--- config.mk ---
export PLATFORM = sky130hd
export DESIGN_NAME = wdt_top
export DESIGN_NICKNAME = d
export VERILOG_FILES = /design/src/core/wdt_pkg.sv /design/src/core/wdt_top.sv
export VERILOG_INCLUDE_DIRS = /design/src /design/src/core
export SDC_FILE = /design/constraint.sdc
export NUM_CORES = 1
export LEC_CHECK = 0
export CAP_MARGIN = 20
export CORE_UTILIZATION = 57
export DETAILED_ROUTE_END_ITERATION = 10
export DONT_BUFFER_PORTS = 1
export PLACE_DENSITY_LB_ADDON = 0.25
export REMOVE_ABC_BUFFERS = 1
export SYNTH_ARGS = -nofsm -noshare
export SYNTH_HDL_FRONTEND = slang
export SYNTH_SLANG_ARGS = --single-unit
--- constraint.sdc ---
create_clock -name i_mclk -period 2.05 [get_ports i_mclk]
set_input_delay 0.615 -clock i_mclk [delete_from_list [all_inputs] [get_ports i_mclk]]
set_output_delay 0.615 -clock i_mclk [all_outputs]
set_load 0.03 [all_outputs]
--- src/core/wdt_map.svh ---
// Register offsets, field positions, reset values and keys of the watchdog
`ifndef WDT_MAP_SVH
`define WDT_MAP_SVH

// ----------------------------------------------------------------
// Register byte offsets
// ----------------------------------------------------------------
`define WDT_OFS_CTRL 5'h00
`define WDT_OFS_RELOAD 5'h04
`define WDT_OFS_FEED1 5'h08
`define WDT_OFS_FEED2 5'h0c
`define WDT_OFS_COUNT 5'h10
`define WDT_OFS_STATUS 5'h14
`define WDT_OFS_MASK 5'h18

// ----------------------------------------------------------------
// Fields and values
// ----------------------------------------------------------------
`define WDT_CTRL_SEL_LSB 0
`define WDT_CTRL_RUN_BIT 4
`define WDT_CTRL_LIVE_LSB 8
`define WDT_ST_TIMEOUT 0
`define WDT_ST_FEED_FAULT 1
`define WDT_ST_FEED_OK 2
`define WDT_RST_RUN 1'h1
`define WDT_RST_SEL 3'h7
`define WDT_RST_RELOAD 8'h00
`define WDT_KEY_FIRST 8'ha5
`define WDT_KEY_SECOND 8'h5a
`define WDT_SEL_BASE_LOG2 5

`endif

--- src/core/wdt_pkg.sv ---
// Types shared by the watchdog design
`default_nettype none
package wdt_pkg;

	// Control word: run flag and divisor select
	typedef struct packed {
		logic run;
		logic [2:0] div_sel;
	} wdt_ctrl_t;

	// Feed sequence progress
	typedef enum logic {
		WDT_FEED_IDLE,
		WDT_FEED_ARMED
	} wdt_feed_t;

	// Events that set sticky status bits
	typedef struct packed {
		logic feed_ok;
		logic feed_fault;
		logic timeout;
	} wdt_evt_t;

endpackage : wdt_pkg
`default_nettype wire

--- src/core/wdt_top.sv ---
// Watchdog timer with keyed feed sequence and Avalon-MM register slave
//
// Behaviour
// 13-bit prescaler feeds 8-bit main counter through one of its upper taps.
// Prescaler advances on the shared timer tick.
// Select codes 0..7 decrement once per 32..4096 timer ticks.
// Tick at count zero raises underflow and reloads from the reload value.
// Reload accepts 00..ff; every autoload clears the prescaler.
// Underflow forces a system reset.
// Timeout equals tick period times divisor times reload plus one.
// Software cannot write the main counter; only autoload loads it.
// Key a5 then 5a on consecutive accesses performs an autoload.
// Good first key followed by bad second key resets at once.
// Any other access between the two keys resets at once.
// Control writes stay pending until a valid feed.
// Clearing run then feeding halts counting.
// Watchdog runs after every reset.
// External reset sets run, reload 00, clears flag and prescaler, top tap.
// Reset values give a 1 x 4096 period timeout.
// Underflow during external reset leaves the timeout flag clear.
// Software should mask interrupts while feeding and feed in time.
// Timeout flag is set by underflow and stays readable afterwards.
//
// The register offsets and register access over Avalon-MM were decided locally.
`timescale 1ns/1ps
`default_nettype none
`include "wdt_map.svh"

module wdt_top
	import wdt_pkg::*;
#(
	parameter int PRE_W = 13,
	parameter int CNT_W = 8
) (
	input wire logic i_mclk,
	input wire logic i_arst_n,
	input wire logic i_timer_tick_source,
	input wire logic [4:0] i_avs_address,
	input wire logic i_avs_read,
	input wire logic i_avs_write,
	input wire logic [31:0] i_avs_writedata,
	input wire logic [3:0] i_avs_byteenable,
	output logic [31:0] o_avs_readdata,
	output logic o_avs_waitrequest,
	output logic o_sys_reset,
	output logic o_irq
);

	// ----------------------------------------------------------------
	// Functions
	// ----------------------------------------------------------------

	// Low prescaler bits that must be all ones for a decrement
	function automatic logic [PRE_W-1:0] tap_mask(input logic [2:0] sel);
		logic [PRE_W:0] one;
		one = '0;
		one[`WDT_SEL_BASE_LOG2 + 32'(sel)] = 1'b1;
		tap_mask = PRE_W'(one - 1'b1);
	endfunction : tap_mask

	// ----------------------------------------------------------------
	// Bus handshake
	// ----------------------------------------------------------------

	// One wait cycle per access keeps read data registered
	logic bus_ack;
	logic bus_req;
	logic acc;
	logic wr;
	logic wr_lo;

	assign bus_req = i_avs_read | i_avs_write;
	assign o_avs_waitrequest = bus_req & ~bus_ack;
	assign acc = bus_req & bus_ack;
	assign wr = acc & i_avs_write;
	assign wr_lo = wr & i_avs_byteenable[0];

	always_ff @(posedge i_mclk or negedge i_arst_n) begin
		if (!i_arst_n) begin
			bus_ack <= 1'b0;
		end else begin
			bus_ack <= bus_req & ~bus_ack;
		end
	end

	// ----------------------------------------------------------------
	// State
	// ----------------------------------------------------------------

	wdt_ctrl_t ctrl_pend;
	wdt_ctrl_t ctrl_live;
	logic [CNT_W-1:0] watchdog_reload_value;
	logic [PRE_W-1:0] presc;
	logic [CNT_W-1:0] cnt;
	wdt_feed_t feed_st;
	wdt_evt_t irq_stat;
	wdt_evt_t irq_mask;
	logic dec;
	logic underflow;
	logic feed_ok;
	logic feed_fault;
	logic autoload;
	wdt_evt_t evt;
	wdt_evt_t clr;

	// ----------------------------------------------------------------
	// Feed sequence
	// ----------------------------------------------------------------

	logic key1_hit;
	logic at_feed2;

	assign key1_hit = wr_lo && i_avs_address == `WDT_OFS_FEED1
		&& i_avs_writedata[7:0] == `WDT_KEY_FIRST;
	assign at_feed2 = wr && i_avs_address == `WDT_OFS_FEED2;

	// The access right after the first key decides the outcome
	assign feed_ok = feed_st == WDT_FEED_ARMED && at_feed2
		&& i_avs_byteenable[0]
		&& i_avs_writedata[7:0] == `WDT_KEY_SECOND;
	assign feed_fault = feed_st == WDT_FEED_ARMED && acc
		&& !feed_ok;

	always_ff @(posedge i_mclk or negedge i_arst_n) begin
		if (!i_arst_n) begin
			feed_st <= WDT_FEED_IDLE;
		end else if (acc) begin
			unique case (feed_st)
				WDT_FEED_IDLE: begin
					if (key1_hit) begin
						feed_st <= WDT_FEED_ARMED;
					end
				end
				WDT_FEED_ARMED: begin
					feed_st <= WDT_FEED_IDLE;
				end
			endcase
		end
	end

	// ----------------------------------------------------------------
	// Control and reload registers
	// ----------------------------------------------------------------

	always_ff @(posedge i_mclk or negedge i_arst_n) begin
		if (!i_arst_n) begin
			ctrl_pend <= '{run: `WDT_RST_RUN, div_sel: `WDT_RST_SEL};
		end else if (wr_lo && i_avs_address == `WDT_OFS_CTRL) begin
			ctrl_pend.run <= i_avs_writedata[`WDT_CTRL_RUN_BIT];
			ctrl_pend.div_sel <= i_avs_writedata[`WDT_CTRL_SEL_LSB +: 3];
		end
	end

	// Only a completed feed moves the pending control into use
	always_ff @(posedge i_mclk or negedge i_arst_n) begin
		if (!i_arst_n) begin
			ctrl_live <= '{run: `WDT_RST_RUN, div_sel: `WDT_RST_SEL};
		end else if (feed_ok) begin
			ctrl_live <= ctrl_pend;
		end
	end

	always_ff @(posedge i_mclk or negedge i_arst_n) begin
		if (!i_arst_n) begin
			watchdog_reload_value <= `WDT_RST_RELOAD;
		end else if (wr_lo && i_avs_address == `WDT_OFS_RELOAD) begin
			watchdog_reload_value <= i_avs_writedata[CNT_W-1:0];
		end
	end

	// ----------------------------------------------------------------
	// Prescaler and main counter
	// ----------------------------------------------------------------

	assign dec = ctrl_live.run && i_timer_tick_source
		&& (presc & tap_mask(ctrl_live.div_sel))
		== tap_mask(ctrl_live.div_sel);
	assign underflow = dec && cnt == '0;
	assign autoload = underflow | feed_ok;

	always_ff @(posedge i_mclk or negedge i_arst_n) begin
		if (!i_arst_n) begin
			presc <= '0;
		end else if (autoload) begin
			presc <= '0;
		end else if (ctrl_live.run && i_timer_tick_source) begin
			presc <= presc + 1'b1;
		end
	end

	// Reset leaves the counter as if autoloaded from 00
	always_ff @(posedge i_mclk or negedge i_arst_n) begin
		if (!i_arst_n) begin
			cnt <= `WDT_RST_RELOAD;
		end else if (autoload) begin
			cnt <= watchdog_reload_value;
		end else if (dec) begin
			cnt <= cnt - 1'b1;
		end
	end

	// ----------------------------------------------------------------
	// System reset request
	// ----------------------------------------------------------------

	always_ff @(posedge i_mclk or negedge i_arst_n) begin
		if (!i_arst_n) begin
			o_sys_reset <= 1'b0;
		end else begin
			o_sys_reset <= underflow | feed_fault;
		end
	end

	// ----------------------------------------------------------------
	// Status, mask and interrupt
	// ----------------------------------------------------------------

	assign evt = '{feed_ok: feed_ok, feed_fault: feed_fault,
		timeout: underflow};
	assign clr = (wr_lo && i_avs_address == `WDT_OFS_STATUS)
		? wdt_evt_t'(i_avs_writedata[2:0]) : '0;

	// Set beats clear so no event is lost in the clearing cycle
	always_ff @(posedge i_mclk or negedge i_arst_n) begin
		if (!i_arst_n) begin
			irq_stat <= '0;
		end else begin
			irq_stat <= (irq_stat & ~clr) | evt;
		end
	end

	always_ff @(posedge i_mclk or negedge i_arst_n) begin
		if (!i_arst_n) begin
			irq_mask <= '0;
		end else if (wr_lo && i_avs_address == `WDT_OFS_MASK) begin
			irq_mask <= wdt_evt_t'(i_avs_writedata[2:0]);
		end
	end

	assign o_irq = |(irq_stat & irq_mask);

	// ----------------------------------------------------------------
	// Read data
	// ----------------------------------------------------------------

	// Unmapped and write-only addresses read as zero
	always_ff @(posedge i_mclk or negedge i_arst_n) begin
		if (!i_arst_n) begin
			o_avs_readdata <= '0;
		end else if (i_avs_read && !bus_ack) begin
			o_avs_readdata <= '0;
			unique case (i_avs_address)
				`WDT_OFS_CTRL: begin
					o_avs_readdata[`WDT_CTRL_SEL_LSB +: 3] <= ctrl_pend.div_sel;
					o_avs_readdata[`WDT_CTRL_RUN_BIT] <= ctrl_pend.run;
					o_avs_readdata[`WDT_CTRL_LIVE_LSB +: 4] <= ctrl_live;
				end
				`WDT_OFS_RELOAD: begin
					o_avs_readdata[CNT_W-1:0] <= watchdog_reload_value;
				end
				`WDT_OFS_COUNT: begin
					o_avs_readdata[CNT_W-1:0] <= cnt;
				end
				`WDT_OFS_STATUS: begin
					o_avs_readdata[2:0] <= irq_stat;
				end
				`WDT_OFS_MASK: begin
					o_avs_readdata[2:0] <= irq_mask;
				end
				default: begin
					o_avs_readdata <= '0;
				end
			endcase
		end
	end

	// ----------------------------------------------------------------
	// Assertions
	// ----------------------------------------------------------------

	AST_UNDERFLOW_RELOAD: assert property (
		@(posedge i_mclk) disable iff (!i_arst_n)
		underflow |=> cnt == $past(watchdog_reload_value))
		else $error("underflow did not reload the counter");

	AST_PRESC_CLEAR: assert property (
		@(posedge i_mclk) disable iff (!i_arst_n)
		autoload |=> presc == '0)
		else $error("autoload did not clear the prescaler");

	AST_UNDERFLOW_RESET: assert property (
		@(posedge i_mclk) disable iff (!i_arst_n)
		underflow |=> o_sys_reset && irq_stat.timeout)
		else $error("underflow gave no reset or flag");

	// Feed and underflow may share a cycle; then a reset pulse is due
	AST_FEED_LOAD: assert property (
		@(posedge i_mclk) disable iff (!i_arst_n)
		feed_ok |=> cnt == $past(watchdog_reload_value)
		&& ctrl_live == $past(ctrl_pend)
		&& o_sys_reset == $past(underflow))
		else $error("valid feed did not autoload");

	AST_BAD_SECOND_KEY: assert property (
		@(posedge i_mclk) disable iff (!i_arst_n)
		feed_st == WDT_FEED_ARMED && at_feed2
		&& i_avs_writedata[7:0] != `WDT_KEY_SECOND |=> o_sys_reset)
		else $error("wrong second key did not reset");

	AST_INTERVENING: assert property (
		@(posedge i_mclk) disable iff (!i_arst_n)
		feed_st == WDT_FEED_ARMED && acc && !at_feed2
		|=> o_sys_reset && feed_st == WDT_FEED_IDLE)
		else $error("intervening access did not reset");

	AST_CTRL_PENDING: assert property (
		@(posedge i_mclk) disable iff (!i_arst_n)
		!feed_ok |=> ctrl_live == $past(ctrl_live))
		else $error("control changed without a feed");

	AST_STOPPED: assert property (
		@(posedge i_mclk) disable iff (!i_arst_n)
		!ctrl_live.run && !feed_ok |=> $stable(cnt) && $stable(presc))
		else $error("stopped watchdog kept counting");

	AST_NO_DIRECT_LOAD: assert property (
		@(posedge i_mclk) disable iff (!i_arst_n)
		wr && i_avs_address == `WDT_OFS_COUNT && !dec && !feed_ok
		|=> $stable(cnt))
		else $error("counter was written directly");

	AST_DEC_RATE: assert property (
		@(posedge i_mclk) disable iff (!i_arst_n)
		dec && !autoload |=> presc[`WDT_SEL_BASE_LOG2-1:0] == '0)
		else $error("decrement off the tap boundary");

	AST_DEC_STEP: assert property (
		@(posedge i_mclk) disable iff (!i_arst_n)
		dec && cnt != '0 && !feed_ok |=> cnt == $past(cnt) - 1'b1)
		else $error("decrement did not lower the counter by one");

	AST_PRESC_STEP: assert property (
		@(posedge i_mclk) disable iff (!i_arst_n)
		ctrl_live.run && i_timer_tick_source && !autoload
		|=> presc == $past(presc) + 1'b1)
		else $error("prescaler missed a timer tick");

	AST_PRESC_HOLD: assert property (
		@(posedge i_mclk) disable iff (!i_arst_n)
		!i_timer_tick_source && !autoload |=> $stable(presc))
		else $error("prescaler moved without a timer tick");

	AST_KEY_ARMS: assert property (
		@(posedge i_mclk) disable iff (!i_arst_n)
		key1_hit && feed_st == WDT_FEED_IDLE |=> feed_st == WDT_FEED_ARMED)
		else $error("first key did not arm the feed");

	AST_RESET_CAUSE: assert property (
		@(posedge i_mclk) disable iff (!i_arst_n)
		o_sys_reset |-> $past(underflow) || $past(feed_fault))
		else $error("system reset without a cause");

	AST_FLAG_STICKY: assert property (
		@(posedge i_mclk) disable iff (!i_arst_n)
		irq_stat.timeout && !clr.timeout |=> irq_stat.timeout)
		else $error("timeout flag dropped without a clear");

	// No disable here: it looks at the very edge that ends reset
	AST_RESET_STATE: assert property (
		@(posedge i_mclk)
		$rose(i_arst_n) |-> ctrl_live.run == `WDT_RST_RUN
		&& ctrl_live.div_sel == `WDT_RST_SEL
		&& watchdog_reload_value == `WDT_RST_RELOAD
		&& cnt == `WDT_RST_RELOAD && presc == '0 && irq_stat == '0)
		else $error("reset left a wrong watchdog state");

endmodule : wdt_top

`default_nettype wire

== Yosys cells after proc, flatten, opt, wreduce, memory -nomap -nowiden ==
Index checks and enable logic that the tools add are counted.

* Register bits: 58
* Output and inout bits: 35

* Add/subtract/negate cells: 4
* $lt $le $gt $ge: 2
* Equality and inequality tests: 9
* Mux-type cells: 14
* Bitwise operators: 14
* Reduce and logical (&&, ||, !) cells: 24

{| class="wikitable"
|+ Operators with widths
! kind !! number
|-
| 13-bit 2-to-1 mux || 2
|-
| 1-bit logical AND || 17
|-
| 8-bit 2-to-1 mux || 2
|-
| 5-bit == test, second input constant || 3
|-
| 3-bit case mux with 5 select lines || 1
|-
| 13-bit by 1-bit adder with 13-bit output, second input constant || 1
|-
| 13-bit bitwise AND || 1
|-
| 13-bit == test || 1
|-
| 13-bit by 1-bit subtractor with 13-bit output, second input constant || 1
|-
| 5-bit by 4-bit == test with 1-bit output, second input constant || 2
|-
| 8-bit by 7-bit == test with 1-bit output, second input constant || 1
|-
| 8-bit == test, second input constant || 1
|-
| 8-bit zero test || 1
|-
| 8-bit by 1-bit subtractor with 8-bit output, second input constant || 1
|-
| 3-bit bitwise AND || 2
|-
| 3-bit case mux with 2 select lines || 1
|-
| 5-bit by 3-bit == test with 1-bit output, second input constant || 1
|-
| 5-bit zero test || 1
|-
| 4-bit by 5-bit less-than comparator with 1-bit output, second input constant || 1
|-
| 3-bit by 3-bit adder with 4-bit output, first input constant || 1
|-
| 1-bit bitwise AND || 4
|-
| 1-bit demux with 4-bit select || 1
|-
| 4-bit by 1-bit >= comparator with 1-bit output, second input constant || 1
|-
| 4-bit 2-to-1 mux || 1
|-
| other kinds (11) || 18
|}

== Longest topological paths before layout ==
* Depth in word-level cells: 12
* Gate-level depth with buffers: 9

== Least setup slack after synthesis ==
Ideal clock, no wire load.

* Path type: reg2reg
* Start point: register cnt[0]
* End point: register presc[10]
* Library setup time: 0.119 ns
* Arrival: 1.993 ns
* Data required time: 1.931 ns
* Setup slack: -0.062 ns
* Stages on the path, launching flop included: 9
* Cell sequence: dfrtp_1 > inv_1 > ha_1 > nor3b_4 > and3_1 > dlygate4sd3_1 > a21o_4 > buf_8 > nor2_1

* Longest elaborated chain between the ends: 4

{| class="wikitable"
|+ RTL lines
! what !! RTL line !! RTL
|-
| start, declared || wdt_top.sv:94 || <nowiki>logic [CNT_W-1:0] cnt;</nowiki>
|-
| start signal, assigned || wdt_top.sv:194 || <nowiki>cnt <= `WDT_RST_RELOAD;</nowiki>
|-
| start signal, assigned || wdt_top.sv:196 || <nowiki>cnt <= watchdog_reload_value;</nowiki>
|-
| start signal, assigned || wdt_top.sv:198 || <nowiki>cnt <= cnt - 1'b1;</nowiki>
|-
| 8-bit zero test (*) || wdt_top.sv:178 || <nowiki>assign underflow = dec && cnt == '0;</nowiki>
|-
| 1-bit logical AND (*) || wdt_top.sv:178 ||
|-
| 1-bit bitwise OR (*) || wdt_top.sv:179 || <nowiki>assign autoload = underflow | feed_ok;</nowiki>
|-
| 13-bit 2-to-1 mux or 2-bit nonzero test (tied branches) || n/a ||
|-
| end signal, assigned || wdt_top.sv:187 || <nowiki>presc <= presc + 1'b1;</nowiki>
|-
| end, declared || wdt_top.sv:93 || <nowiki>logic [PRE_W-1:0] presc;</nowiki>
|}

Mark *: on every way between the ends. The rest lies on a longest branch, timed or not.
A chain may end at the register's enable or synchronous reset.

== Worst setup path after layout ==
* Start point: register irq_stat[1] in the netlist's numbering
* End point: output o_irq

* Longest elaborated chain between the ends: 2

{| class="wikitable"
|+ RTL lines
! what !! RTL line !! RTL
|-
| start, declared || wdt_top.sv:96 || <nowiki>wdt_evt_t irq_stat;</nowiki>
|-
| start signal, assigned || wdt_top.sv:228 || <nowiki>irq_stat <= (irq_stat & ~clr) | evt;</nowiki>
|-
| 3-bit bitwise AND || wdt_top.sv:240 || <nowiki>assign o_irq = |(irq_stat & irq_mask);</nowiki>
|-
| 3-bit OR reduction || wdt_top.sv:240 ||
|-
| end, declared || wdt_top.sv:46 || <nowiki>output logic o_irq</nowiki>
|}

Every way passes these cells.

==> results by group <==
Run status
  • Status: finished clean

Clocking
  • CTS H-Tree Depth: 3
  • TritonCTS clock tree: built
  • Root buf cell: clkbuf_8
  • CTS buffer count: 9
  • CTS Sinks: 58
  • Worst skew pair latency: 0.34 ns
  • Clock transition at path regs: 0.07 ns
  • Clock Path Buffers: 2

Global route
  • First-pass GRT wire length: 11.44 mm
  • GRT Total Usage: 25.83%
  • Total grt overflow: 0
  • Pin count of the biggest net entering global routing: 51
  • Initial antenna violation count: 0
  • Vias in the first global route: 2293

Final layout
  • Share of layout cells above drive strength 1: 21.10%
  • N_diodes: 0
  • Non-filler instance count after layout: 397
  • Nets: 371
  • Fillcell total: 425
  • Finished Core Util: 66.30%
  • Area grow syn2layout: 10.32%

Drt
  • Routed Wire Length: 6.513 mm
  • First DRT Iteration DRCs: 208
  • DRT Pass-1 Iters: 5
  • Detail Route Antenna Nets: 0
  • Vias: 2350
  • Drt wl/cell: 16.41 µm
  • Via/cell ratio: 5.919
  • Drt drc: 0

Placed design
  • Setup slack at placement: 0.007531 ns
  • Dpl cells: 380
  • I/O Buffers: 0
  • DP HPWL: 4.552 mm
  • Routability cong.: 0.8719

Critical path
  • Setup crit end kind: output port
  • Req. time, crit path: 1.43 ns
  • Crit path kind: flop to output port
  • Startpoint types: flop
  • Crit-path max FO: 3
  • Worst Setup SP: irq_stat[1]
  • Data arrival, critical path: 1.33 ns
  • Worst R2R Start: ctrl_live[3]

Synth
  • Post-Synth XOR/XNOR Area: 3.640%
  • Synth Warn #: 0
  • Register area share after synthesis: 46.72%
  • Simple logic cell fraction of the synthesized area: 18.56%
  • Avg Cell Area, Syn: 10.19 µm²
  • Seq cells post-synth: 58
  • Post-synth cell types: 62
  • Largest family of logic cells by synthesized area: simple AND/OR/NAND/NOR gates
  • Post-synth top flop: dfrtp_1
  • Post-Synth Adder-Cell Area: 1.200%
  • Post-synthesis cell count: 307
  • Multiplexer area fraction after synthesis: 7.120%
  • Synthesized area: 3128 µm²
  • Synth async-reset ratio: 100.0%
  • Number of synthesized flops with an enable pin: 0
  • Post-synthesis compound-gate area fraction: 14.52%

Pwr
  • Switching share of total power: 24.72%
  • Combinational power share: 6.7%
  • P_int: 2043 µW
  • PwrDens: 786.3 nW/µm²
  • Clk pwr share: 45.5%
  • Leakage Power: 0.001583 µW
  • Switch Pwr: 670.6 µW
  • Peak supply drop: 0.0004770 V
  • Total power: 2713 µW
  • Seq pwr share: 47.7%

Timing
  • Worst-Margin Slew: 0.5764 ns
  • WHS: 0.1106 ns
  • Fmax: 0.5133 GHz
  • Final Max Tran Viols: 0
  • Min Tclk post-route: 1.948 ns
  • Final setup viols: 0
  • Count of final hold-check violations: 0
  • Slew margin rel.: 61.43%
  • Clock Skew: 0.009827 ns
  • Worst Setup Slack, final: 0.1019 ns
  • RSZ-0062 raised after global routing: false
  • Period utilization: 95.03%

Floorplanning
  • DIE AREA: 5788 µm²
  • Row count: 26
  • Die W: 76.08 µm
  • Core area: 5205 µm²
  • Initial Utilization: 60.10%
  • Top Ports: 81
  • Die Height: 76.08 µm

Min path
  • Worst hold-check path type: input pin to async pin

Run
  • Max-cap viol count: 0
[sequential cells by signal, indices dropped and copies added, names as in the netlist]
signal                 count
presc                     13
o_avs_readdata            12
cnt                        8
watchdog_reload_value      8
ctrl_live                  4
ctrl_pend                  4
irq_mask                   3
irq_stat                   3
bus_ack                    1
feed_st                    1
o_sys_reset                1
[logic make-up (layout without fill, tap and decap cells)]
| kind of cell | after synthesis | after routing |
|---|---|---|
| and+or+nand+nor | 113 | 113 |
| AOI/OAI and AO/OA | 60 | 60 |
| DFF | 58 | 58 |
| buffers and inverters | 38 | 38 |
| muxes | 20 | 20 |
| xor gates and xnor gates | 13 | 13 |
| adders and majority gates | 3 | 3 |
| other | 2 | 22 |
[power groups by stage]
stage / combinational, µW / clock (µW) / sequential [µW]
6_report: 183 / 1230 / 1300
5_1_grt: 202 / 1310 / 1300
4_1_cts: 182 / 1250 / 1300
3_5_place_dp: 156 / 0 / 1320
3_3_place_gp: 152 / 0 / 1310
2_1_floorplan: 135 / 0 / 1300
[worst paths after layout]
| check | endpoint | slack (ns) | depth (start not counted) |
|---|---|---|---|
| setup / recovery | o_irq | 0.10 | 2 |
| hold / removal | ctrl_live[3] | 0.11 | 0 |
| setup reg to reg | cnt[7] | 0.16 | 6 |
| hold reg to reg | ctrl_live[1] | 0.50 | 2 |
| max in group asynchronous | cnt[3] | 1.70 | 1 |
| min in group i_mclk | presc[1] | 0.41 | 2 |
[timing repair]
item / in CTS / in global routing
setup buffers: 0 / 0
endpoints found under the setup margin: 0 / 19
hold endpoints to repair: 50 / 0
resized for setup: 0 / 1
hold buffers: 1 / 0
[placed cells by master (no fill, tap or decap), types with 4 or more instances in the layout]
master / n
a31oi_1: 9
a21oi_1: 6
nand3_1: 19
nand2_1: 23
conb_1: 22
nor2_1: 36
a222oi_1: 5
xor2_1: 9
o22a_1: 4
xnor2_1: 4
nor3_1: 5
o21ai_0: 10
and3_1: 4
a221oi_1: 4
clkbuf_8: 12
dfstp_2: 8
dfrtp_1: 50
buf_4: 13
mux2_2: 18
inv_1: 7
[critical path: stages (launching register included)]
cell      delay [ns]
dfrtp_1         0.40
a222oi_1        0.37
inv_1           0.23
[routing by layer]
metal  up-vias  share of wire, %  GRT usage [%]
met1      1129                44          36.12
met2       107                44          37.36
li1       1101                 -              -
met5         -                 0              0
met4         0               2.3          11.54
met3        13                10          7.305
[synth_stat cells, types with 3 or more instances]
library cell	instances	area share, %
dfstp_2	8	6.7
clkbuf_1	3	0.36
xor2_1	9	2.5
nand2_1	23	2.8
o21ai_0	10	1.6
a22oi_1	3	0.72
nand4_1	3	0.60
a222oi_1	5	1.6
buf_4	21	5.0
o22a_1	4	1.1
ha_1	3	1.2
a31oi_1	9	1.8
o31ai_1	3	0.72
nor2_1	36	4.3
xnor2_1	4	1.1
mux2_2	18	6.5
a21oi_1	6	0.96
inv_1	7	0.84
nand3_1	19	3.0
or3_1	3	0.60
a221oi_1	4	1.1
nor3_1	5	0.80
and3_1	4	0.80
dfrtp_1	50	40
o2bb2ai_1	3	0.84
[metrics by stage]
step,instance area [µm²],TNS [ns]
3_5_place_dp,3184,0
3_3_place_gp,3184,-0.001040
4_1_cts,3450,0
6_report,3451,0
5_1_grt,3451,0
2_1_floorplan,2979,-0.5464
[cell type report]
| class | count | area (µm²) | area share [%] |
|---|---|---|---|
| Clock buffer | 12 | 165.2 | 4.786 |
| Clock inverter | 4 | 72.57 | 2.103 |
| Inverter | 7 | 26.28 | 0.7614 |
| Multi-Input combinational cell | 231 | 1493 | 43.26 |
| Sequential cell | 58 | 1461 | 42.35 |
| Tap cell | 70 | 87.58 | 2.538 |
| Timing Repair Buffer | 15 | 145.1 | 4.206 |
No activity file was read; power rests on OpenSTA's default activity.
